[src/nvm_pkg.sv]
// Shared constants and types of the data storage access controller
package nvm_pkg;

  // ***********************************************************
  // Register offsets in data sector 1
  // ***********************************************************
  localparam logic [7:0] NVM_CTRL_OFS    = 8'h40;
  localparam logic [7:0] NVM_ADDR_LO_OFS = 8'h41;
  localparam logic [7:0] NVM_ADDR_HI_OFS = 8'h42;
  localparam logic [7:0] NVM_DATA_OFS    = 8'h43;
  localparam logic [7:0] NVM_REG_RESET   = 8'h00;

  // ***********************************************************
  // Control register fields
  // ***********************************************************
  localparam int NVM_CT_TSEL    = 7;
  localparam int NVM_CT_WIPE_EN = 6;
  localparam int NVM_CT_WIPE_GO = 5;
  localparam int NVM_CT_PAGE    = 4;
  localparam int NVM_CT_STOR_EN = 3;
  localparam int NVM_CT_STOR_GO = 2;
  localparam int NVM_CT_FTCH_EN = 1;
  localparam int NVM_CT_FTCH_GO = 0;

  // ***********************************************************
  // Geometry and timing
  // ***********************************************************
  localparam int  NVM_DEPTH         = 512;
  localparam int  NVM_AW            = 9;
  localparam int  NVM_PAGE_BYTES    = 16;
  localparam real NVM_CLK_PERIOD_NS = 5.0;
  localparam real NVM_ERASE_SHORT_MS = 3.2;
  localparam real NVM_ERASE_LONG_MS  = 3.7;
  localparam real NVM_WRITE_SHORT_MS = 2.2;
  localparam real NVM_WRITE_LONG_MS  = 3.0;
  localparam int  NVM_ERASE_SHORT_CYC = int'(NVM_ERASE_SHORT_MS * 1.0e6 / NVM_CLK_PERIOD_NS);
  localparam int  NVM_ERASE_LONG_CYC  = int'(NVM_ERASE_LONG_MS * 1.0e6 / NVM_CLK_PERIOD_NS);
  localparam int  NVM_WRITE_SHORT_CYC = int'(NVM_WRITE_SHORT_MS * 1.0e6 / NVM_CLK_PERIOD_NS);
  localparam int  NVM_WRITE_LONG_CYC  = int'(NVM_WRITE_LONG_MS * 1.0e6 / NVM_CLK_PERIOD_NS);
  localparam int  NVM_ARM_CYC         = 4;
  localparam int  NVM_TW              = 20;

  typedef enum logic [2:0] {
    NVM_ST_IDLE, NVM_ST_READ, NVM_ST_READ_DATA, NVM_ST_TIMER, NVM_ST_COMMIT
  } nvm_state_t;

endpackage : nvm_pkg

[src/nvm_mem_if.sv]
// Carrier between the controller and its storage array
`timescale 1ns/1ps
interface nvm_mem_if #(parameter int AW = 9);
  logic          re;
  logic          we;
  logic [AW-1:0] addr;
  logic [7:0]    wdata;
  logic [7:0]    rdata;

  modport ctrl (output re, output we, output addr, output wdata, input rdata);
  modport mem  (input re, input we, input addr, input wdata, output rdata);
endinterface : nvm_mem_if

[src/nvm_mem.sv]
// Byte-wide storage array with registered read data
`timescale 1ns/1ps
module nvm_mem #(
  parameter int DEPTH = 512
) (
  input wire logic clk,
  nvm_mem_if.mem   bus
);

  logic [7:0] cell_ff [DEPTH];
  logic [7:0] rdata_ff;

  assign bus.rdata = rdata_ff;

  // Array has no reset, as on silicon; read word is valid one edge after re
  always_ff @(posedge clk) begin
    if (bus.we) begin
      cell_ff[bus.addr] <= bus.wdata;
    end
    if (bus.re) begin
      rdata_ff <= cell_ff[bus.addr];
    end
  end

endmodule : nvm_mem

[src/nvm_ctrl.sv]
// Access controller for the 512-byte data storage, reached through sector 1
//
// Function
// - Storage is 512 bytes, address is high bit 8 over eight low bits.
// - Timing select picks erase 3.2/3.7 ms and write 2.2/3.0 ms.
// - Wipe enable gates erase; hardware clears it when erase ends.
// - Wipe start launches erase only if enable already high; self-clears.
// - Mode bit selects byte or 16-byte page operation.
// - Store enable gates write; hardware clears it when write ends.
// - Store start launches write only if enable already high; self-clears.
// - Fetch enable gates read; clearing it blocks reads.
// - Fetch start launches read only with enable high; self-clears.
// - High address register keeps only bit 0; bits 7..1 read zero.
// - Fetched byte sits in data register until next read or write.
// - Page mode bumps low nibble, saturating at 0FH, page bits kept.
// - Wipe or store enable then start must come back to back, else nothing starts; fetch needs no arming.
// - Page erase zeroes only the page bytes tagged by page-mode data writes.
`timescale 1ns/1ps
module nvm_ctrl
  import nvm_pkg::*;
#(
  parameter int unsigned ERASE_SHORT = NVM_ERASE_SHORT_CYC,
  parameter int unsigned ERASE_LONG  = NVM_ERASE_LONG_CYC,
  parameter int unsigned WRITE_SHORT = NVM_WRITE_SHORT_CYC,
  parameter int unsigned WRITE_LONG  = NVM_WRITE_LONG_CYC,
  parameter int unsigned ARM_WINDOW  = NVM_ARM_CYC
) (
  input  wire logic       clk,
  input  wire logic       resetn,
  input  wire logic       reg_sel,
  input  wire logic       reg_we,
  input  wire logic [7:0] reg_addr,
  input  wire logic [7:0] reg_wdata,
  output logic      [7:0] reg_rdata,
  output logic            op_done
);

  // ***********************************************************
  // State
  // ***********************************************************
  nvm_state_t        state_ff,    nxt_state;
  logic [7:0]        ctrl_ff,     nxt_ctrl;
  logic [7:0]        addr_lo_ff,  nxt_addr_lo;
  logic              addr_hi_ff,  nxt_addr_hi;
  logic [7:0]        data_ff,     nxt_data;
  logic [7:0]        rdata_ff,    nxt_rdata;
  logic [7:0]        pbuf_ff [NVM_PAGE_BYTES];
  logic [7:0]        nxt_pbuf [NVM_PAGE_BYTES];
  logic [15:0]       tag_ff,      nxt_tag;
  logic [NVM_TW-1:0] timer_ff,    nxt_timer;
  logic [3:0]        idx_ff,      nxt_idx;
  logic [7:0]        arm_cnt_ff,  nxt_arm_cnt;
  logic              arm_wipe_ff, nxt_arm_wipe;
  logic              arm_stor_ff, nxt_arm_stor;
  logic              erase_ff,    nxt_erase;
  logic              done_ff,     nxt_done;
  logic              wr;
  logic              page;
  logic              last;
  logic [NVM_TW-1:0] dur_erase;
  logic [NVM_TW-1:0] dur_write;

  nvm_mem_if #(.AW(NVM_AW)) mem_bus ();

  nvm_mem #(.DEPTH(NVM_DEPTH)) u_mem (
    .clk (clk),
    .bus (mem_bus.mem)
  );

  assign reg_rdata = rdata_ff;
  assign op_done   = done_ff;

  // Low nibble walks within the page and sticks at the top
  function automatic logic [7:0] nvm_bump(input logic [7:0] a);
    nvm_bump = (a[3:0] == 4'hF) ? a : {a[7:4], a[3:0] + 4'h1};
  endfunction : nvm_bump

  function automatic logic [7:0] nvm_read_mux(input logic [7:0] ofs, input logic [7:0] ct,
                                              input logic [7:0] lo, input logic hi,
                                              input logic [7:0] d);
    case (ofs)
      NVM_CTRL_OFS:    nvm_read_mux = ct;
      NVM_ADDR_LO_OFS: nvm_read_mux = lo;
      NVM_ADDR_HI_OFS: nvm_read_mux = {7'h00, hi};
      NVM_DATA_OFS:    nvm_read_mux = d;
      default:         nvm_read_mux = 8'h00;
    endcase
  endfunction : nvm_read_mux

  assign dur_erase = ctrl_ff[NVM_CT_TSEL] ? NVM_TW'(ERASE_LONG - 1)
                                          : NVM_TW'(ERASE_SHORT - 1);
  assign dur_write = ctrl_ff[NVM_CT_TSEL] ? NVM_TW'(WRITE_LONG - 1)
                                          : NVM_TW'(WRITE_SHORT - 1);
  assign wr   = reg_sel & reg_we;
  assign page = ctrl_ff[NVM_CT_PAGE];
  assign last = !page || (idx_ff == 4'hF);

  // ***********************************************************
  // Next-state logic
  // ***********************************************************
  always_comb begin
    nxt_state    = state_ff;
    nxt_ctrl     = ctrl_ff;
    nxt_addr_lo  = addr_lo_ff;
    nxt_addr_hi  = addr_hi_ff;
    nxt_data     = data_ff;
    nxt_rdata    = rdata_ff;
    nxt_pbuf     = pbuf_ff;
    nxt_tag      = tag_ff;
    nxt_timer    = timer_ff;
    nxt_idx      = idx_ff;
    nxt_arm_cnt  = (arm_cnt_ff != 8'h00) ? arm_cnt_ff - 8'h01 : 8'h00;
    nxt_arm_wipe = arm_wipe_ff;
    nxt_arm_stor = arm_stor_ff;
    nxt_erase    = erase_ff;
    nxt_done     = 1'b0;
    mem_bus.re    = 1'b0;
    mem_bus.we    = 1'b0;
    mem_bus.addr  = {addr_hi_ff, addr_lo_ff};
    mem_bus.wdata = data_ff;

    if (reg_sel && !reg_we) begin
      nxt_rdata = nvm_read_mux(reg_addr, ctrl_ff, addr_lo_ff, addr_hi_ff, data_ff);
    end

    if (wr) begin
      // Any other register write between enable and start spoils the arming; reads do not
      nxt_arm_cnt  = 8'h00;
      nxt_arm_wipe = 1'b0;
      nxt_arm_stor = 1'b0;
      case (reg_addr)
        NVM_CTRL_OFS: begin
          nxt_ctrl[NVM_CT_TSEL]    = reg_wdata[NVM_CT_TSEL];
          nxt_ctrl[NVM_CT_WIPE_EN] = reg_wdata[NVM_CT_WIPE_EN];
          nxt_ctrl[NVM_CT_PAGE]    = reg_wdata[NVM_CT_PAGE];
          nxt_ctrl[NVM_CT_STOR_EN] = reg_wdata[NVM_CT_STOR_EN];
          nxt_ctrl[NVM_CT_FTCH_EN] = reg_wdata[NVM_CT_FTCH_EN];
          if (reg_wdata[NVM_CT_WIPE_EN] && !ctrl_ff[NVM_CT_WIPE_EN]) begin
            nxt_arm_wipe = 1'b1;
            nxt_arm_cnt  = 8'(ARM_WINDOW);
          end
          if (reg_wdata[NVM_CT_STOR_EN] && !ctrl_ff[NVM_CT_STOR_EN]) begin
            nxt_arm_stor = 1'b1;
            nxt_arm_cnt  = 8'(ARM_WINDOW);
          end
          if (ctrl_ff[NVM_CT_WIPE_EN] && !reg_wdata[NVM_CT_WIPE_EN]) begin
            nxt_tag = 16'h0000;
            for (int i = 0; i < NVM_PAGE_BYTES; i++) begin
              nxt_pbuf[i] = 8'h00;
            end
          end
          if (state_ff == NVM_ST_IDLE) begin
            // Write start outranks the others if software breaks the one-at-a-time rule
            if (reg_wdata[NVM_CT_STOR_GO] && ctrl_ff[NVM_CT_STOR_EN]
                && arm_stor_ff && arm_cnt_ff != 8'h00) begin
              nxt_ctrl[NVM_CT_STOR_GO] = 1'b1;
              nxt_erase = 1'b0;
              nxt_timer = dur_write;
              nxt_state = NVM_ST_TIMER;
            end else if (reg_wdata[NVM_CT_WIPE_GO] && ctrl_ff[NVM_CT_WIPE_EN]
                         && arm_wipe_ff && arm_cnt_ff != 8'h00) begin
              nxt_ctrl[NVM_CT_WIPE_GO] = 1'b1;
              nxt_erase = 1'b1;
              nxt_timer = dur_erase;
              nxt_state = NVM_ST_TIMER;
            end else if (reg_wdata[NVM_CT_FTCH_GO] && ctrl_ff[NVM_CT_FTCH_EN]) begin
              nxt_ctrl[NVM_CT_FTCH_GO] = 1'b1;
              nxt_state = NVM_ST_READ;
            end
          end
        end
        NVM_ADDR_LO_OFS: nxt_addr_lo = reg_wdata;
        NVM_ADDR_HI_OFS: nxt_addr_hi = reg_wdata[0];
        NVM_DATA_OFS: begin
          nxt_data = reg_wdata;
          if (page) begin
            // Data writes in page mode fill and tag the page buffer
            nxt_pbuf[addr_lo_ff[3:0]] = reg_wdata;
            nxt_tag[addr_lo_ff[3:0]]  = 1'b1;
            nxt_addr_lo = nvm_bump(addr_lo_ff);
          end
        end
        default: ;
      endcase
    end

    case (state_ff)
      NVM_ST_READ: begin
        mem_bus.re = 1'b1;
        nxt_state  = NVM_ST_READ_DATA;
      end
      NVM_ST_READ_DATA: begin
        nxt_data = mem_bus.rdata;
        nxt_ctrl[NVM_CT_FTCH_GO] = 1'b0;
        if (page) begin
          nxt_addr_lo = nvm_bump(addr_lo_ff);
        end
        nxt_done  = 1'b1;
        nxt_state = NVM_ST_IDLE;
      end
      NVM_ST_TIMER: begin
        if (timer_ff == '0) begin
          nxt_idx   = 4'h0;
          nxt_state = NVM_ST_COMMIT;
        end else begin
          nxt_timer = timer_ff - 1'b1;
        end
      end
      NVM_ST_COMMIT: begin
        // Byte write erases implicitly by overwriting; erase stores zero
        mem_bus.addr  = page ? {addr_hi_ff, addr_lo_ff[7:4], idx_ff} : {addr_hi_ff, addr_lo_ff};
        mem_bus.we    = page ? tag_ff[idx_ff] : 1'b1;
        mem_bus.wdata = erase_ff ? 8'h00 : (page ? pbuf_ff[idx_ff] : data_ff);
        nxt_idx = idx_ff + 4'h1;
        if (last) begin
          nxt_tag  = 16'h0000;
          nxt_done = 1'b1;
          nxt_state = NVM_ST_IDLE;
          if (erase_ff) begin
            nxt_ctrl[NVM_CT_WIPE_GO] = 1'b0;
            nxt_ctrl[NVM_CT_WIPE_EN] = 1'b0;
            for (int i = 0; i < NVM_PAGE_BYTES; i++) begin
              nxt_pbuf[i] = 8'h00;
            end
          end else begin
            nxt_ctrl[NVM_CT_STOR_GO] = 1'b0;
            nxt_ctrl[NVM_CT_STOR_EN] = 1'b0;
          end
        end
      end
      default: ;
    endcase
  end

  // ***********************************************************
  // Registers
  // ***********************************************************
  always_ff @(posedge clk or negedge resetn) begin
    if (!resetn) begin
      state_ff    <= NVM_ST_IDLE;
      ctrl_ff     <= NVM_REG_RESET;
      addr_lo_ff  <= NVM_REG_RESET;
      addr_hi_ff  <= 1'b0;
      data_ff     <= NVM_REG_RESET;
      rdata_ff    <= NVM_REG_RESET;
      tag_ff      <= 16'h0000;
      timer_ff    <= '0;
      idx_ff      <= 4'h0;
      arm_cnt_ff  <= 8'h00;
      arm_wipe_ff <= 1'b0;
      arm_stor_ff <= 1'b0;
      erase_ff    <= 1'b0;
      done_ff     <= 1'b0;
      for (int i = 0; i < NVM_PAGE_BYTES; i++) begin
        pbuf_ff[i] <= 8'h00;
      end
    end else begin
      state_ff    <= nxt_state;
      ctrl_ff     <= nxt_ctrl;
      addr_lo_ff  <= nxt_addr_lo;
      addr_hi_ff  <= nxt_addr_hi;
      data_ff     <= nxt_data;
      rdata_ff    <= nxt_rdata;
      tag_ff      <= nxt_tag;
      timer_ff    <= nxt_timer;
      idx_ff      <= nxt_idx;
      arm_cnt_ff  <= nxt_arm_cnt;
      arm_wipe_ff <= nxt_arm_wipe;
      arm_stor_ff <= nxt_arm_stor;
      erase_ff    <= nxt_erase;
      done_ff     <= nxt_done;
      pbuf_ff     <= nxt_pbuf;
    end
  end
endmodule : nvm_ctrl

[config.mk]
export PLATFORM = sky130hd
export DESIGN_NAME = nvm_ctrl
export DESIGN_NICKNAME = d
export VERILOG_FILES = /design/src/nvm_pkg.sv /design/src/nvm_mem_if.sv /design/src/nvm_mem.sv /design/src/nvm_ctrl.sv
export SDC_FILE = /design/constraint.sdc
export NUM_CORES = 2
export LEC_CHECK = 0
export ABC_CLOCK_PERIOD_IN_PS = 71200
export BUFFER_PORTS_ARGS = -buffer_cell sky130_fd_sc_hd__buf_2
export CAP_MARGIN = 20
export CORE_MARGIN = 5
export CORE_UTILIZATION = 45
export CTS_CLUSTER_DIAMETER = 30
export DETAILED_ROUTE_END_ITERATION = 10
export PLACE_DENSITY = 0.59
export SLEW_MARGIN = 20
export SYNTH_ARGS = -nofsm -noshare
export SYNTH_HDL_FRONTEND = slang
export SYNTH_SLANG_ARGS = --single-unit
[constraint.sdc]
create_clock -name clk -period 71.2 [get_ports clk]
set_clock_uncertainty 0.2 [all_clocks]
set_input_delay 17.8 -clock clk [delete_from_list [all_inputs] [get_ports clk]]
set_output_delay 17.8 -clock clk [all_outputs]
set_load 0.01 [all_outputs]
==> impl_metrics.py <==
metrics = {
    "timing": {
        "finalMaxSlewViolations": 0,
        "fin_crit_sh": 0.295,
        "setup_viol": 0,
        "final-hold-violation-count": 0,
        "period_minus_slack_ns": 21.02,
        "rsz0062_at_grt": "false",
        "slew_headroom": 0.164,
        "maxClockFrequency_mhz": 47.6,
        "final.setup.tns_ns": 0,
        "worst_slew_pin_slew_ns": 1.25,
    },
    "worst_setup_path": {
        "rr_worst_depth": 13,
        "cp_data_arrival_time_ns": 21.72,
        "regToRegEndpoint": "u_mem.bus.rdata[0]$_DFFE_PP_",
        "end_kind": "register",
        "startpoint_type": "input pin",
        "reg2reg_slack_ns": 62.37,
        "required_ns": 71.90,
        "crit_path_max_fanout": 28,
        "critPathKind": "input pin to register",
        "timing.rr.start": "state_ff[0]$_DFF_PN0_",
    },
    "min_path": {
        "hp-start": "arm_cnt_ff[0]$_DFF_PN0_",
        "hold_path.class": "register to register",
        "min_to": "arm_cnt_ff[0]$_DFF_PN0_",
        "hold_depth": 1,
    },
    "clocking": {
        "holdBufCountCts": 0,
        "clk_pin_slew_ns": 0.04,
        "cts_tree": "built",
        "postCtsSetupRepairBufs": 0,
        "cts_buffers": 791,
        "ctsResizeCount": 0,
        "clock-sinks": 4320,
        "h-tree-depth": 6,
        "clockBufferDepth": 4,
        "cts-root-buf": "clkbuf_16",
        "clk_latency_ns": 1.10,
    },
    "yosys": {
        "synth_seq_cells": 4320,
        "synth-edff-count": 4104,
        "synth_most_common_cell": "edfxtp_1",
        "synth.yosys.seq_area_share": 0.751,
        "synth.avg_cell_area_um2": 15.1,
        "ys.flop_type": "edfxtp_1",
        "synth_top_area_cell": "edfxtp_1",
        "ys_warn_count": 0,
        "async_reset_ff_frac": 0.0500,
        "synth_area_leaders": "edfxtp_1 (72%), mux4_2 (5.2%), nand2_1 (4.8%)",
        "ys_top_cells_by_count": "edfxtp_1 (4104), nand2_1 (2189), nand3_1 (819)",
        "syn_inst": 11400,
        "synth_fp_nets": 11400,
        "synth_top_area_share": 0.719,
        "ys_types": 78,
        "synthesis.area_um2": 171000,
    },
    "final_layout": {
        "final_layout_size_suffix_gt1_frac": 0.174,
        "syn2layout_area_growth_pct": 19.8,
        "nNetsFinal": 11800,
        "fin_area_um2": 205000,
        "post-route-util": 0.541,
        "fillCellCount": 29800,
    },
    "die": {
        "fp.dieArea_um2": 393000,
        "dieWidth_um": 627,
        "die_h_um": 627,
        "start_util": 0.452,
        "rows": 226,
        "core_um2": 379000,
        "ios": 29,
    },
    "global_routing": {
        "grtUsageMet1": 0.384,
        "antenna_found_initial": 43,
        "grt_use_total": 0.286,
        "grt_pass1_vias": 106000,
        "grt_max_degree": 210,
        "met2_usage": 0.423,
        "grt-busiest-layer": "met2",
        "grt_pass1_wl_um": 804000,
        "globalRouteOverflowTotal": 0,
        "grt_use_met3": 0.0786,
    },
    "place": {
        "hpwl_um": 347000,
        "dpl_cell_area_um2": 178000,
        "port_buffers": 28,
        "gp_congestion": 0.933,
    },
    "route": {
        "viasPerCell": 6.27,
        "remaining_drc_errors": 0,
        "drtPass1Iterations": 7,
        "vias": 109000,
        "drt_wl_total_um": 573000,
        "antenna_left": 0,
        "drtIter0Drc": 15800,
        "wl_per_cell_um": 32.8,
    },
    "power_and_ir_drop": {
        "peakVddDrop_mv": 0.0265,
        "powerDensity_nw_per_um2": 33.5,
        "leakagePower_uw": 0.0691,
    },
    "run": {
        "max_cap_violations": 0,
    },
    "run_status": {
        "status": "finished, final reports clean",
    },
}
==> metal layers <==
| metal | part of all wire | vias up | wire length, um |
|---|---|---|---|
| met3 | 0.12 | 1442 | 68100 |
| met1 | 0.37 | 56000 | 214000 |
| met2 | 0.44 | 7268 | 254000 |
| met5 | 0.00024 | - | 138 |
| met4 | 0.065 | 20 | 37100 |
| li1 | - | 44800 | - |
==> kinds of logic after synthesis <==
group	Yosys count	share of synthesized area
flip-flops	4320	0.751
AND/OR/NAND/NOR	4295	0.107
AO/OA/AOI/OAI	1254	0.0502
buffers and inverters	755	0.0201
multiplexers	717	0.0711
XOR/XNOR	8	0.000409
adder cells (fa/ha/maj)	7	0.000511
==> worst max path at each step <==
stage	from	end	slack (ns)	depth (start not counted)
final	reg_addr[5]	pbuf_ff[100]$_DFF_PN0_	50.18	8
after global routing	reg_addr[5]	pbuf_ff[100]$_DFF_PN0_	49.92	8
after CTS	reg_addr[5]	pbuf_ff[100]$_DFF_PN0_	50.36	8
after detailed placement	reg_addr[5]	pbuf_ff[112]$_DFF_PN0_	49.24	8
after global placement	reg_addr[5]	pbuf_ff[87]$_DFF_PN0_	49.31	8
after floorplan	idx_ff[0]$_DFFE_PN0P_	u_mem.cell_ff[0][3]$_DFFE_PP_	45.01	7
==> critical path, stage by stage <==
cell	delay, ns
buf_2	0.09
or4b_2	0.71
nor2_1	0.33
nand4_1	0.71
nand2_1	1.19
nand2_1	0.44
a22oi_1	0.33
nor2_1	0.08
==> layout make-up <==
class / instances / area, um^2 / area share
antenna: 27 / 67.6 / 0.000329
clock inverter: 600 / 7160 / 0.0349
sequential: 4320 / 129000 / 0.627
clock buffer: 877 / 20300 / 0.0990
multi-input combinational: 6281 / 40000 / 0.195
inverter: 21 / 78.8 / 0.000384
tap: 5016 / 6280 / 0.0306
timing repair buffer: 330 / 2720 / 0.0133
==> metrics by stage <==
step           total power, uW  std cells  hold slack [ns]  setup WS, ns
2_1_floorplan             3150      11400            0.226         45.01
6_report                  6880      17500            0.265         50.18
3_3_place_gp              3090      16000            0.258         49.31
3_5_place_dp              3100      16000            0.267         49.24
5_1_grt                   7050      17400            0.302         49.92
4_1_cts                   6900      17400            0.274         50.36
==> placed cells by master, fill, tap and decap left out, types with 113 or more instances in the layout <==
master     Yosys  routed
edfxtp_1    4104    4104
nand2_1     2189    2176
nand3_1      819     814
nor2_1       818     806
clkbuf_16      0     799
mux4_2       395     395
buf_4         44     277
mux2i_1      281     272
a21oi_1      246     244
a22oi_1      239     239
dfrtp_1      216     213
a31oi_1      199     199
o21ai_0      142     131
nand4_1      130     130
clkinv_2       0     129
bufinv_16      0     126
a32oi_1      117     117
clkinv_1       0     113
==> sequential cells by signal, indices dropped and copies added (netlist names) <==
register,count
tag_ff,16
op_done,1
timer_ff,20
arm_stor_ff,1
state_ff,3
u_mem.cell_ff,4096
erase_ff,1
arm_wipe_ff,1
u_mem.bus.rdata,8
addr_lo_ff,8
reg_rdata,8
pbuf_ff,128
data_ff,8
ctrl_ff,8
addr_hi_ff,1
idx_ff,4
arm_cnt_ff,8
==> where the power goes <==
| group | internal, uW | switching (uW) |
|---|---|---|
| Sequential | 2860 | 3.38 |
| Clock | 2520 | 1310 |
| Combinational | 22.7 | 161 |
| Total | 5410 | 1480 |
No activity file was read; power rests on OpenSTA's default activity.
